## src/shared/bbx_pkg.sv

```systemverilog
// shared constants and types of the bit and branch executor
package bbx_pkg;
  // opcodes with a fixed code
  localparam logic [7:0] OP_C_AND = 8'h8b;
  localparam logic [7:0] OP_XOR1 = 8'hab;
  localparam logic [7:0] OP_C_OR = 8'h6b;
  localparam logic [7:0] OP_C_LOAD = 8'hcb;
  localparam logic [7:0] OP_M_INV = 8'h4b;
  localparam logic [7:0] OP_C_STORE = 8'heb;
  localparam logic [7:0] OP_BIT_DP = 8'h0c;
  localparam logic [7:0] OP_BIT_ABS = 8'h1c;
  localparam logic [7:0] OP_TCLR = 8'h5c;
  localparam logic [7:0] OP_TSET = 8'h3c;
  localparam logic [7:0] OP_ACLR = 8'h2b;
  localparam logic [7:0] OP_ASET = 8'h0b;
  localparam logic [7:0] OP_C_CLEAR = 8'h20;
  localparam logic [7:0] OP_C_FORCE = 8'ha0;
  localparam logic [7:0] OP_G_CLEAR = 8'h40;
  localparam logic [7:0] OP_G_FORCE = 8'hc0;
  localparam logic [7:0] OP_V_CLEAR = 8'h80;
  localparam logic [7:0] OP_BR_C0 = 8'h50;
  localparam logic [7:0] OP_BR_C1 = 8'hd0;
  localparam logic [7:0] OP_BR_Z1 = 8'hf0;
  localparam logic [7:0] OP_BR_Z0 = 8'h70;
  localparam logic [7:0] OP_BR_N1 = 8'h90;
  localparam logic [7:0] OP_BR_N0 = 8'h10;
  // low-nibble families; opcode bits 7:5 carry the bit number
  localparam logic [3:0] NIB_MBIT = 4'h1;
  localparam logic [3:0] NIB_BB_A = 4'h2;
  localparam logic [3:0] NIB_BB_DP = 4'h3;
  localparam int OPB_CLR = 4;
  localparam int OPB_BIT = 5;
  // memory-bit operand word: address, invert flag, bit number
  localparam int MB_ADDR_MSB = 11;
  localparam int MB_INV = 12;
  localparam int MB_BIT = 13;
  // byte counts and cycle counts
  localparam logic [1:0] LEN1 = 2'h1;
  localparam logic [1:0] LEN2 = 2'h2;
  localparam logic [1:0] LEN3 = 2'h3;
  localparam logic [3:0] CYC_C_AND = 4'h4;
  localparam logic [3:0] CYC_XOR1 = 4'h5;
  localparam logic [3:0] CYC_C_OR = 4'h5;
  localparam logic [3:0] CYC_C_LOAD = 4'h4;
  localparam logic [3:0] CYC_M_INV = 4'h5;
  localparam logic [3:0] CYC_C_STORE = 4'h6;
  localparam logic [3:0] CYC_BIT_DP = 4'h4;
  localparam logic [3:0] CYC_BIT_ABS = 4'h5;
  localparam logic [3:0] CYC_TST = 4'h6;
  localparam logic [3:0] CYC_MBIT = 4'h4;
  localparam logic [3:0] CYC_ABIT = 4'h2;
  localparam logic [3:0] CYC_FLAG = 4'h2;
  localparam logic [3:0] CYC_BR = 4'h2;
  localparam logic [3:0] CYC_BB_A = 4'h4;
  localparam logic [3:0] CYC_BB_DP = 4'h5;
  localparam logic [3:0] CYC_TAKEN = 4'h2;
  // register byte offsets and reset values
  localparam logic [7:0] REG_CTRL = 8'h00;
  localparam logic [7:0] REG_STATUS = 8'h04;
  localparam logic [7:0] REG_PC = 8'h08;
  localparam logic [7:0] REG_ACC = 8'h0c;
  localparam logic [7:0] REG_PSW = 8'h10;
  localparam logic [15:0] PC_RST = 16'h0000;
  localparam int CTRL_RUN = 0;
  localparam int CTRL_CLR_ILL = 1;
  // status word, flag layout n v g b h i z c
  typedef struct packed {
    logic n, v, g, b, h, i, z, c;
  } bbx_psw_s;
  typedef struct packed {
    logic legal;
    logic [1:0] len;
    logic [3:0] cyc;
  } bbx_dec_s;
endpackage

```

## src/rtl/bbx_exec.sv

```systemverilog
// bit manipulation and conditional branch executor with its register slave
`timescale 1ns/1ps
`default_nettype none
// Functional notes
// - carry ands memory bit, optionally inverted
// - carry xors memory bit, five cycles
// - carry ors memory bit, five cycles
// - carry loads memory bit or its complement
// - bit test sets zero, negative, overflow
// - direct page bit cleared or set
// - accumulator bit cleared or set
// - single byte flag set and clear
// - memory bit inverted in place
// - carry stored into memory bit
// - test then clear memory bits selected by the accumulator
// - test then set memory bits selected by the accumulator
// - branch when tested bit is zero
// - branch when tested bit is one
// - branch on carry clear or set
// - branch on zero set or clear
module bbx_exec
  import bbx_pkg::*;
(
  // clock and reset
  input wire logic clk_sys,
  input wire logic rst,
  // ahb-lite slave
  input wire logic hsel,
  input wire logic [31:0] haddr,
  input wire logic [1:0] htrans,
  input wire logic hwrite,
  input wire logic [31:0] hwdata,
  input wire logic hready,
  output logic hreadyout,
  output logic hresp,
  output logic [31:0] hrdata,
  // program memory, combinational read
  output logic [15:0] pm_addr,
  input wire logic [7:0] pm_rdata,
  // data memory, combinational read, clocked write
  output logic [15:0] dm_addr,
  input wire logic [7:0] dm_rdata,
  output logic dm_we,
  output logic [7:0] dm_wdata
);
  // ----------------------------------------
  // decode
  // ----------------------------------------
  // byte count and base cycle count of each opcode
  function automatic bbx_dec_s decode(input logic [7:0] o);
    bbx_dec_s d;
    d = '{1'b1, LEN2, CYC_BR};
    case (o)
      OP_C_AND: d = '{1'b1, LEN3, CYC_C_AND};
      OP_XOR1: d = '{1'b1, LEN3, CYC_XOR1};
      OP_C_OR: d = '{1'b1, LEN3, CYC_C_OR};
      OP_C_LOAD: d = '{1'b1, LEN3, CYC_C_LOAD};
      OP_M_INV: d = '{1'b1, LEN3, CYC_M_INV};
      OP_C_STORE: d = '{1'b1, LEN3, CYC_C_STORE};
      OP_BIT_DP: d = '{1'b1, LEN2, CYC_BIT_DP};
      OP_BIT_ABS: d = '{1'b1, LEN3, CYC_BIT_ABS};
      OP_TCLR, OP_TSET: d = '{1'b1, LEN3, CYC_TST};
      OP_ACLR, OP_ASET: d = '{1'b1, LEN2, CYC_ABIT};
      OP_C_CLEAR, OP_C_FORCE, OP_G_CLEAR, OP_G_FORCE, OP_V_CLEAR:
        d = '{1'b1, LEN1, CYC_FLAG};
      OP_BR_C0, OP_BR_C1, OP_BR_Z1, OP_BR_Z0, OP_BR_N1, OP_BR_N0:
        d = '{1'b1, LEN2, CYC_BR};
      default:
      begin
        // families carry the bit number in the opcode
        if (o[3:0] == NIB_MBIT)
          d = '{1'b1, LEN2, CYC_MBIT};
        else if (o[3:0] == NIB_BB_A)
          d = '{1'b1, LEN2, CYC_BB_A};
        else if (o[3:0] == NIB_BB_DP)
          d = '{1'b1, LEN3, CYC_BB_DP};
        else
          d = '{1'b0, LEN1, CYC_FLAG};
      end
    endcase
    return d;
  endfunction

  // ----------------------------------------
  // architectural and sequencing state
  // ----------------------------------------
  logic [15:0] pc; // address of the next opcode
  logic [7:0] acc; // accumulator
  bbx_psw_s psw; // flags
  logic [7:0] op_q; // opcode latched in cycle 0
  logic [7:0] b1_q; // first operand byte
  logic [7:0] b2_q; // second operand byte
  logic [3:0] cyc; // cycle within the instruction, 0 when idle
  logic run; // software lets instructions start
  logic illegal; // sticky: an unknown opcode halted the core
  bbx_psw_s next_psw;
  logic [7:0] next_acc;

  // ----------------------------------------
  // operand selection
  // ----------------------------------------
  wire active = (cyc != 4'h0);
  wire idle = !active && !run;
  wire bbx_dec_s dec = decode(op_q);
  wire [3:0] nib = op_q[3:0];
  // operand bytes are taken straight off the bus in their own fetch cycle
  wire [7:0] byte1 = (cyc == 4'h1) ? pm_rdata : b1_q;
  wire [7:0] byte2 = (cyc == 4'h2) ? pm_rdata : b2_q;
  wire [15:0] word = {byte2, byte1};
  wire is_mbit = (op_q == OP_C_AND) || (op_q == OP_XOR1) || (op_q == OP_C_OR) ||
                 (op_q == OP_C_LOAD) || (op_q == OP_M_INV) || (op_q == OP_C_STORE);
  wire is_abs = (op_q == OP_BIT_ABS) || (op_q == OP_TCLR) || (op_q == OP_TSET);
  wire [2:0] bsel = is_mbit ? word[15:MB_BIT] : op_q[7:OPB_BIT];
  wire inv = is_mbit && word[MB_INV];
  wire mbit = dm_rdata[bsel];
  // memory bit after the optional inversion
  wire mbe = mbit ^ inv;
  // accumulator bit instructions take the bit number from the operand
  wire [2:0] abit = byte1[2:0];
  wire [7:0] amask = 8'h01 << abit;
  wire [7:0] diff = acc - dm_rdata;

  // ----------------------------------------
  // branch decision
  // ----------------------------------------
  wire is_flag_br = (op_q == OP_BR_C0) || (op_q == OP_BR_C1) || (op_q == OP_BR_Z1) ||
                    (op_q == OP_BR_Z0) || (op_q == OP_BR_N1) || (op_q == OP_BR_N0);
  wire is_bb = (nib == NIB_BB_A) || (nib == NIB_BB_DP);
  // bit set test
  // a bit opcode with bit 4 set branches on zero, clear branches on one
  wire bb_take = ((nib == NIB_BB_A) ? acc[bsel] : mbit) ^ op_q[OPB_CLR];
  wire c_take = (op_q == OP_BR_C1) ? psw.c : !psw.c;
  wire z_take = (op_q == OP_BR_Z1) ? psw.z : !psw.z;
  wire n_take = (op_q == OP_BR_N1) ? psw.n : !psw.n;
  wire fl_take = ((op_q == OP_BR_C0) || (op_q == OP_BR_C1)) ? c_take :
                 ((op_q == OP_BR_Z1) || (op_q == OP_BR_Z0)) ? z_take : n_take;
  wire take = (is_bb && bb_take) || (is_flag_br && fl_take);
  wire [7:0] rel = (nib == NIB_BB_DP) ? byte2 : byte1;
  wire [15:0] rel_sx = {{8{rel[7]}}, rel};
  // a taken branch spends two more cycles
  wire [3:0] total = dec.cyc + (take ? CYC_TAKEN : 4'h0);
  wire fin = active && dec.legal && (cyc == total - 4'h1);
  wire ill_hit = active && (cyc == 4'h1) && !dec.legal;
  wire [15:0] pc_seq = pc + {14'h0000, dec.len};
  wire [15:0] next_pc = take ? pc_seq + rel_sx : pc_seq;

  // ----------------------------------------
  // memory ports
  // ----------------------------------------
  // program bytes are read at pc plus the cycle number
  assign pm_addr = pc + {12'h000, cyc};
  // bit-operand words hold a 12 bit address, dp forms stay in page zero
  assign dm_addr = is_mbit ? {4'h0, word[MB_ADDR_MSB:0]} :
                   is_abs ? word : {8'h00, byte1};
  wire [7:0] bmask = 8'h01 << bsel;
  // value written into the selected bit
  wire wbit = (op_q == OP_C_STORE) ? psw.c :
              (op_q == OP_M_INV) ? !mbit : !op_q[OPB_CLR];
  wire [7:0] bit_wr = (dm_rdata & ~bmask) | (wbit ? bmask : 8'h00);
  assign dm_wdata = (op_q == OP_TCLR) ? (dm_rdata & ~acc) :
                    (op_q == OP_TSET) ? (dm_rdata | acc) : bit_wr;
  assign dm_we = fin && ((nib == NIB_MBIT) || (op_q == OP_M_INV) ||
                         (op_q == OP_C_STORE) || (op_q == OP_TCLR) || (op_q == OP_TSET));

  // ----------------------------------------
  // flag and accumulator results
  // ----------------------------------------
  // only the flags named by an opcode move; the rest hold
  always_comb
  begin
    next_psw = psw;
    next_acc = acc;
    case (op_q)
      OP_C_AND: next_psw.c = psw.c & mbe;
      OP_XOR1: next_psw.c = psw.c ^ mbe;
      OP_C_OR: next_psw.c = psw.c | mbe;
      OP_C_LOAD: next_psw.c = mbe;
      OP_BIT_DP, OP_BIT_ABS:
      begin
        next_psw.z = ((acc & dm_rdata) == 8'h00);
        next_psw.n = dm_rdata[7];
        next_psw.v = dm_rdata[6];
      end
      OP_TCLR, OP_TSET:
      begin
        next_psw.n = diff[7];
        next_psw.z = (diff == 8'h00);
      end
      OP_ACLR: next_acc = acc & ~amask;
      OP_ASET: next_acc = acc | amask;
      OP_C_CLEAR: next_psw.c = 1'b0;
      OP_C_FORCE: next_psw.c = 1'b1;
      OP_G_CLEAR: next_psw.g = 1'b0;
      OP_G_FORCE: next_psw.g = 1'b1;
      OP_V_CLEAR: next_psw.v = 1'b0;
      default: next_psw = psw;
    endcase
  end

  // ----------------------------------------
  // ahb-lite slave
  // ----------------------------------------
  // zero wait state, always okay; writes land in the data phase
  logic wr_pend;
  logic [7:0] wr_addr;
  wire addr_ok = hsel && htrans[1] && hready;
  wire [31:0] rd_word =
    (haddr[7:0] == REG_CTRL) ? {31'h0, run} :
    (haddr[7:0] == REG_STATUS) ? {29'h0, run, illegal, active} :
    (haddr[7:0] == REG_PC) ? {16'h0000, pc} :
    (haddr[7:0] == REG_ACC) ? {24'h000000, acc} :
    (haddr[7:0] == REG_PSW) ? {24'h000000, psw} : 32'h0;
  wire wr_ctrl = wr_pend && (wr_addr == REG_CTRL);
  // core state is only written by software while the core stands idle
  wire wr_pc = wr_pend && (wr_addr == REG_PC) && idle;
  wire wr_acc = wr_pend && (wr_addr == REG_ACC) && idle;
  wire wr_psw = wr_pend && (wr_addr == REG_PSW) && idle;
  assign hreadyout = 1'b1;
  assign hresp = 1'b0;

  // address phase capture and registered read data
  always_ff @(posedge clk_sys)
  begin
    if (rst)
    begin
      wr_pend <= 1'b0;
      wr_addr <= 8'h00;
      hrdata <= 32'h0;
    end
    else
    begin
      wr_pend <= addr_ok && hwrite;
      wr_addr <= haddr[7:0];
      if (addr_ok && !hwrite)
        hrdata <= rd_word;
    end
  end

  // run control and the sticky illegal flag; the set wins over the clear
  always_ff @(posedge clk_sys)
  begin
    if (rst)
    begin
      run <= 1'b0;
      illegal <= 1'b0;
    end
    else
    begin
      if (ill_hit)
        run <= 1'b0;
      else if (wr_ctrl)
        run <= hwdata[CTRL_RUN];
      if (ill_hit)
        illegal <= 1'b1;
      else if (wr_ctrl && hwdata[CTRL_CLR_ILL])
        illegal <= 1'b0;
    end
  end

  // ----------------------------------------
  // sequencer
  // ----------------------------------------
  // cycle 0 takes the opcode, the next cycles take operand bytes
  always_ff @(posedge clk_sys)
  begin
    if (rst)
    begin
      cyc <= 4'h0;
      op_q <= 8'h00;
      b1_q <= 8'h00;
      b2_q <= 8'h00;
    end
    else
    begin
      if (fin || ill_hit)
        cyc <= 4'h0;
      else if (active || run)
        cyc <= cyc + 4'h1;
      if (!active && run)
        op_q <= pm_rdata;
      if (cyc == 4'h1)
        b1_q <= pm_rdata;
      if (cyc == 4'h2)
        b2_q <= pm_rdata;
    end
  end

  // architectural registers update on the last cycle of an instruction
  always_ff @(posedge clk_sys)
  begin
    if (rst)
    begin
      pc <= PC_RST;
      acc <= 8'h00;
      psw <= '0;
    end
    else if (fin)
    begin
      pc <= next_pc;
      acc <= next_acc;
      psw <= next_psw;
    end
    else
    begin
      if (wr_pc)
        pc <= hwdata[15:0];
      if (wr_acc)
        acc <= hwdata[7:0];
      if (wr_psw)
        psw <= hwdata[7:0];
    end
  end

  wire fc = psw.c;
endmodule
`default_nettype wire

```

## config.mk

```make
export PLATFORM = sky130hd
export DESIGN_NAME = bbx_exec
export DESIGN_NICKNAME = d
export VERILOG_FILES = /design/src/shared/bbx_pkg.sv /design/src/rtl/bbx_exec.sv
export SDC_FILE = /design/constraint.sdc
export NUM_CORES = 1
export LEC_CHECK = 0
export ABC_AREA = 1
export CORE_MARGIN = 4
export CORE_UTILIZATION = 45
export DETAILED_ROUTE_END_ITERATION = 6
export DONT_BUFFER_PORTS = 1
export GPL_TIMING_DRIVEN = 0
export MAX_ROUTING_LAYER = met4
export PLACE_DENSITY = 0.63
export SLEW_MARGIN = 20
export SYNTH_ARGS = -nofsm -noshare
export SYNTH_HDL_FRONTEND = slang
export SYNTH_SLANG_ARGS = --single-unit
```

## constraint.sdc

```tcl
create_clock -name clk_sys -period 6.5 [get_ports clk_sys]
set_clock_uncertainty 0.2 [all_clocks]
set_input_delay 0.65 -clock clk_sys [delete_from_list [all_inputs] [get_ports clk_sys]]
set_output_delay 0.65 -clock clk_sys [all_outputs]
set_load 0.05 [all_outputs]
```

==> flow_summary.toml <==
[clock_network]
cts_buffer_depth = 2
insertion_delay_ps = 350
htreeDepth = 3
cts_tree = "yes"
path_clk_slew_ps = 70
cts_sinks = 87
cts_root_buffer = "clkbuf_16"
cts_buffers = 9
hold_buffers = 0

[routing]
drc_errors = 0
dr.pass1.iters = 5
vias_per_cell = 5.320
num_vias = 7555
wire_per_inst_um = 16.90
drt_wl_total_mm = 23.99
drt-initial-drc-count = 493
ant_nets = 0

[place]
place_hpwl_mm = 19.90
gp_congestion = 0.9320
place_area_um2 = 8041
portBuffers = 0

[yosys]
synthCells = 1165
yosysSeqAreaShare = 0.2262
synth_edf_count = 0
ys_async_sr_fraction = 0
synth_seq_cells = 87
postSynthAreaPerCell_um2 = 6.608
ys_warn_count = 0
ys_types = 58
ys.flop_type = "dfxtp_1"
netlist_area_um2 = 7699

[sta]
hold_viol = 0
tightest_slew_ps = 1159
period_share = 0.9459
holdWs_ps = 196.5
slew_headroom = 0.2220
finalCriticalPeriod_ps = 6149
tns_ps = 0
clock.fmax_mhz = 162.6
final_max_slew_viol_count = 0
rsz0062_at_grt = "no"
finalSetupViolations = 0

[floorplanning]
start_util = 0.4610
core_um2 = 16700
top_level_ports = 162
die_h_um = 138.8
dieArea_um2 = 19260
row_count = 47
die_w_um = 138.8

[cells_and_area]
layout_common_cells = "nand2_1 (214), inv_1 (172), nor2_1 (117)"
syn_to_final_growth_pct = 8.890
design_area_um2 = 8383
final_common_cell = "nand2_1"
nNetsFinal = 1344
layout-drive-gt1-share = 0.1101

[global_route]
grt_overflow = 0
gr-usage-all-layers = 0.2526
grt_pass1_wl_mm = 38.15
antenna_found_initial = 1
grt_max_degree = 17
grt_pass1_vias = 7081

[flow_run]
cap_violations = 0

[critical_path]
crit_required_ps = 5650
critical_path.max_fanout = 10
endpoint_kind = "primary output"
cp-start-kind = "flop"
crit_type = "reg -> out"
arrival_ps = 5300

[power]
p_leak_uw = 0.003941
peakVddDrop_v = 0.0001485
powerDensity_nw_per_um2 = 164.3

[worst_hold_path]
hp-class = "in -> reg"

[status]
status = "finished, final reports clean"
registers in the layout (all words and copies together), names as in the netlist, named ones only:
signal,count
illegal,1
pc,16
b1_q,8
wr_addr,8
b2_q,8
op_q,8
cyc,4
hrdata,16
wr_pend,1
psw,4
run,1
next_psw,3
fc,1
power breakdown:
part	switching, uW	internal (uW)	leakage (uW)
Clock	241	305	0.000146
Sequential	4.89	542	0.000703
Combinational	211	73.2	0.00309
final cells by class:
type	instances	area (um2)
clock buffers	10	229.0
multi-input cells	862	5020
fillers	1763	8318
repair buffers	2	15.01
inverters	184	693.2
diodes	1	2.502
plain buffers	48	330.3
flip-flops and latches	87	1743
clock inverters	6	75.07
well taps	220	275.3
repair_timing:
action,4_1_cts,5_1_grt
endpoints found under the setup margin,0,1
resized for setup,0,3
setup buffers,0,2
through the flow:
stage | utilization | setup slack, ps | total power, uW | instances
after floorplan | - | 1085 | 790.4 | 1181
after global placement | 0.4810 | 41.46 | 840.3 | 1401
after detailed placement | 0.4815 | 419.8 | 842.5 | 1401
after CTS | 0.4997 | 47.81 | 1386 | 1417
after global routing | 0.5019 | 67.66 | 1440 | 1420
final | 0.5019 | 351.4 | 1377 | 1420
layer usage:
metal  part of all wire  wire length, um  vias up  global-route usage
met3              0.057             1356       38             0.04621
li1                   -                -     3823                   -
met4              0.027              650        0             0.08393
met5                  0                0        -                   -
met2               0.50            11910      184              0.4301
met1               0.42            10080     3510              0.3015
logic make-up after synthesis:
family / after synthesis / synth area share
buffers and inverters: 232 / 0.1329
adders and majority gates: 63 / 0.1063
AOI/OAI and AO/OA: 227 / 0.1739
other: 2 / 0.0009755
and+or+nand+nor: 499 / 0.2964
DFF: 87 / 0.2262
muxes: 4 / 0.005201
xor gates and xnor gates: 51 / 0.05802
Yosys cell counts, types with 16 or more instances:
cell type / count / area share
nand2_2: 16 / 0.013
inv_1: 172 / 0.084
clkbuf_1: 17 / 0.0083
a21oi_1: 65 / 0.042
ha_1: 59 / 0.096
dfxtp_1: 87 / 0.23
buf_4: 19 / 0.019
nand2_1: 214 / 0.10
nor3_1: 24 / 0.016
nor2_1: 117 / 0.057
xor2_1: 37 / 0.042
nand3_1: 72 / 0.047
o21ai_0: 94 / 0.061
final timing paths:
check / startpoint / endpoint / slack, ps / cells after the start
min: haddr[6] / wr_addr[6] / 200 / 2
max reg2reg: op_q[5] / pc[13] / 910 / 31
min reg2reg: next_psw[2] / next_psw[2] / 260 / 2
max: cyc[1] / dm_we / 350 / 23
worst max-delay path: stages, from the launching register on:
cell and delay (ps):
dfxtp_1 480, ha_1 240, nand2_1 120, buf_6 170, o21ai_0 500, o21ai_2 160
buf_4 180, nand3_1 100, nand3_2 100, nand3_1 130, nand3_4 140, nand2_4 150
inv_4 60, buf_6 150, ha_1 270, inv_1 40, ha_1 180, fa_1 490
xnor2_1 110, nand4_1 120, nor2_2 150, inv_2 80, buf_1 270, a41oi_4 530
(Power assumes the default switching activity.)
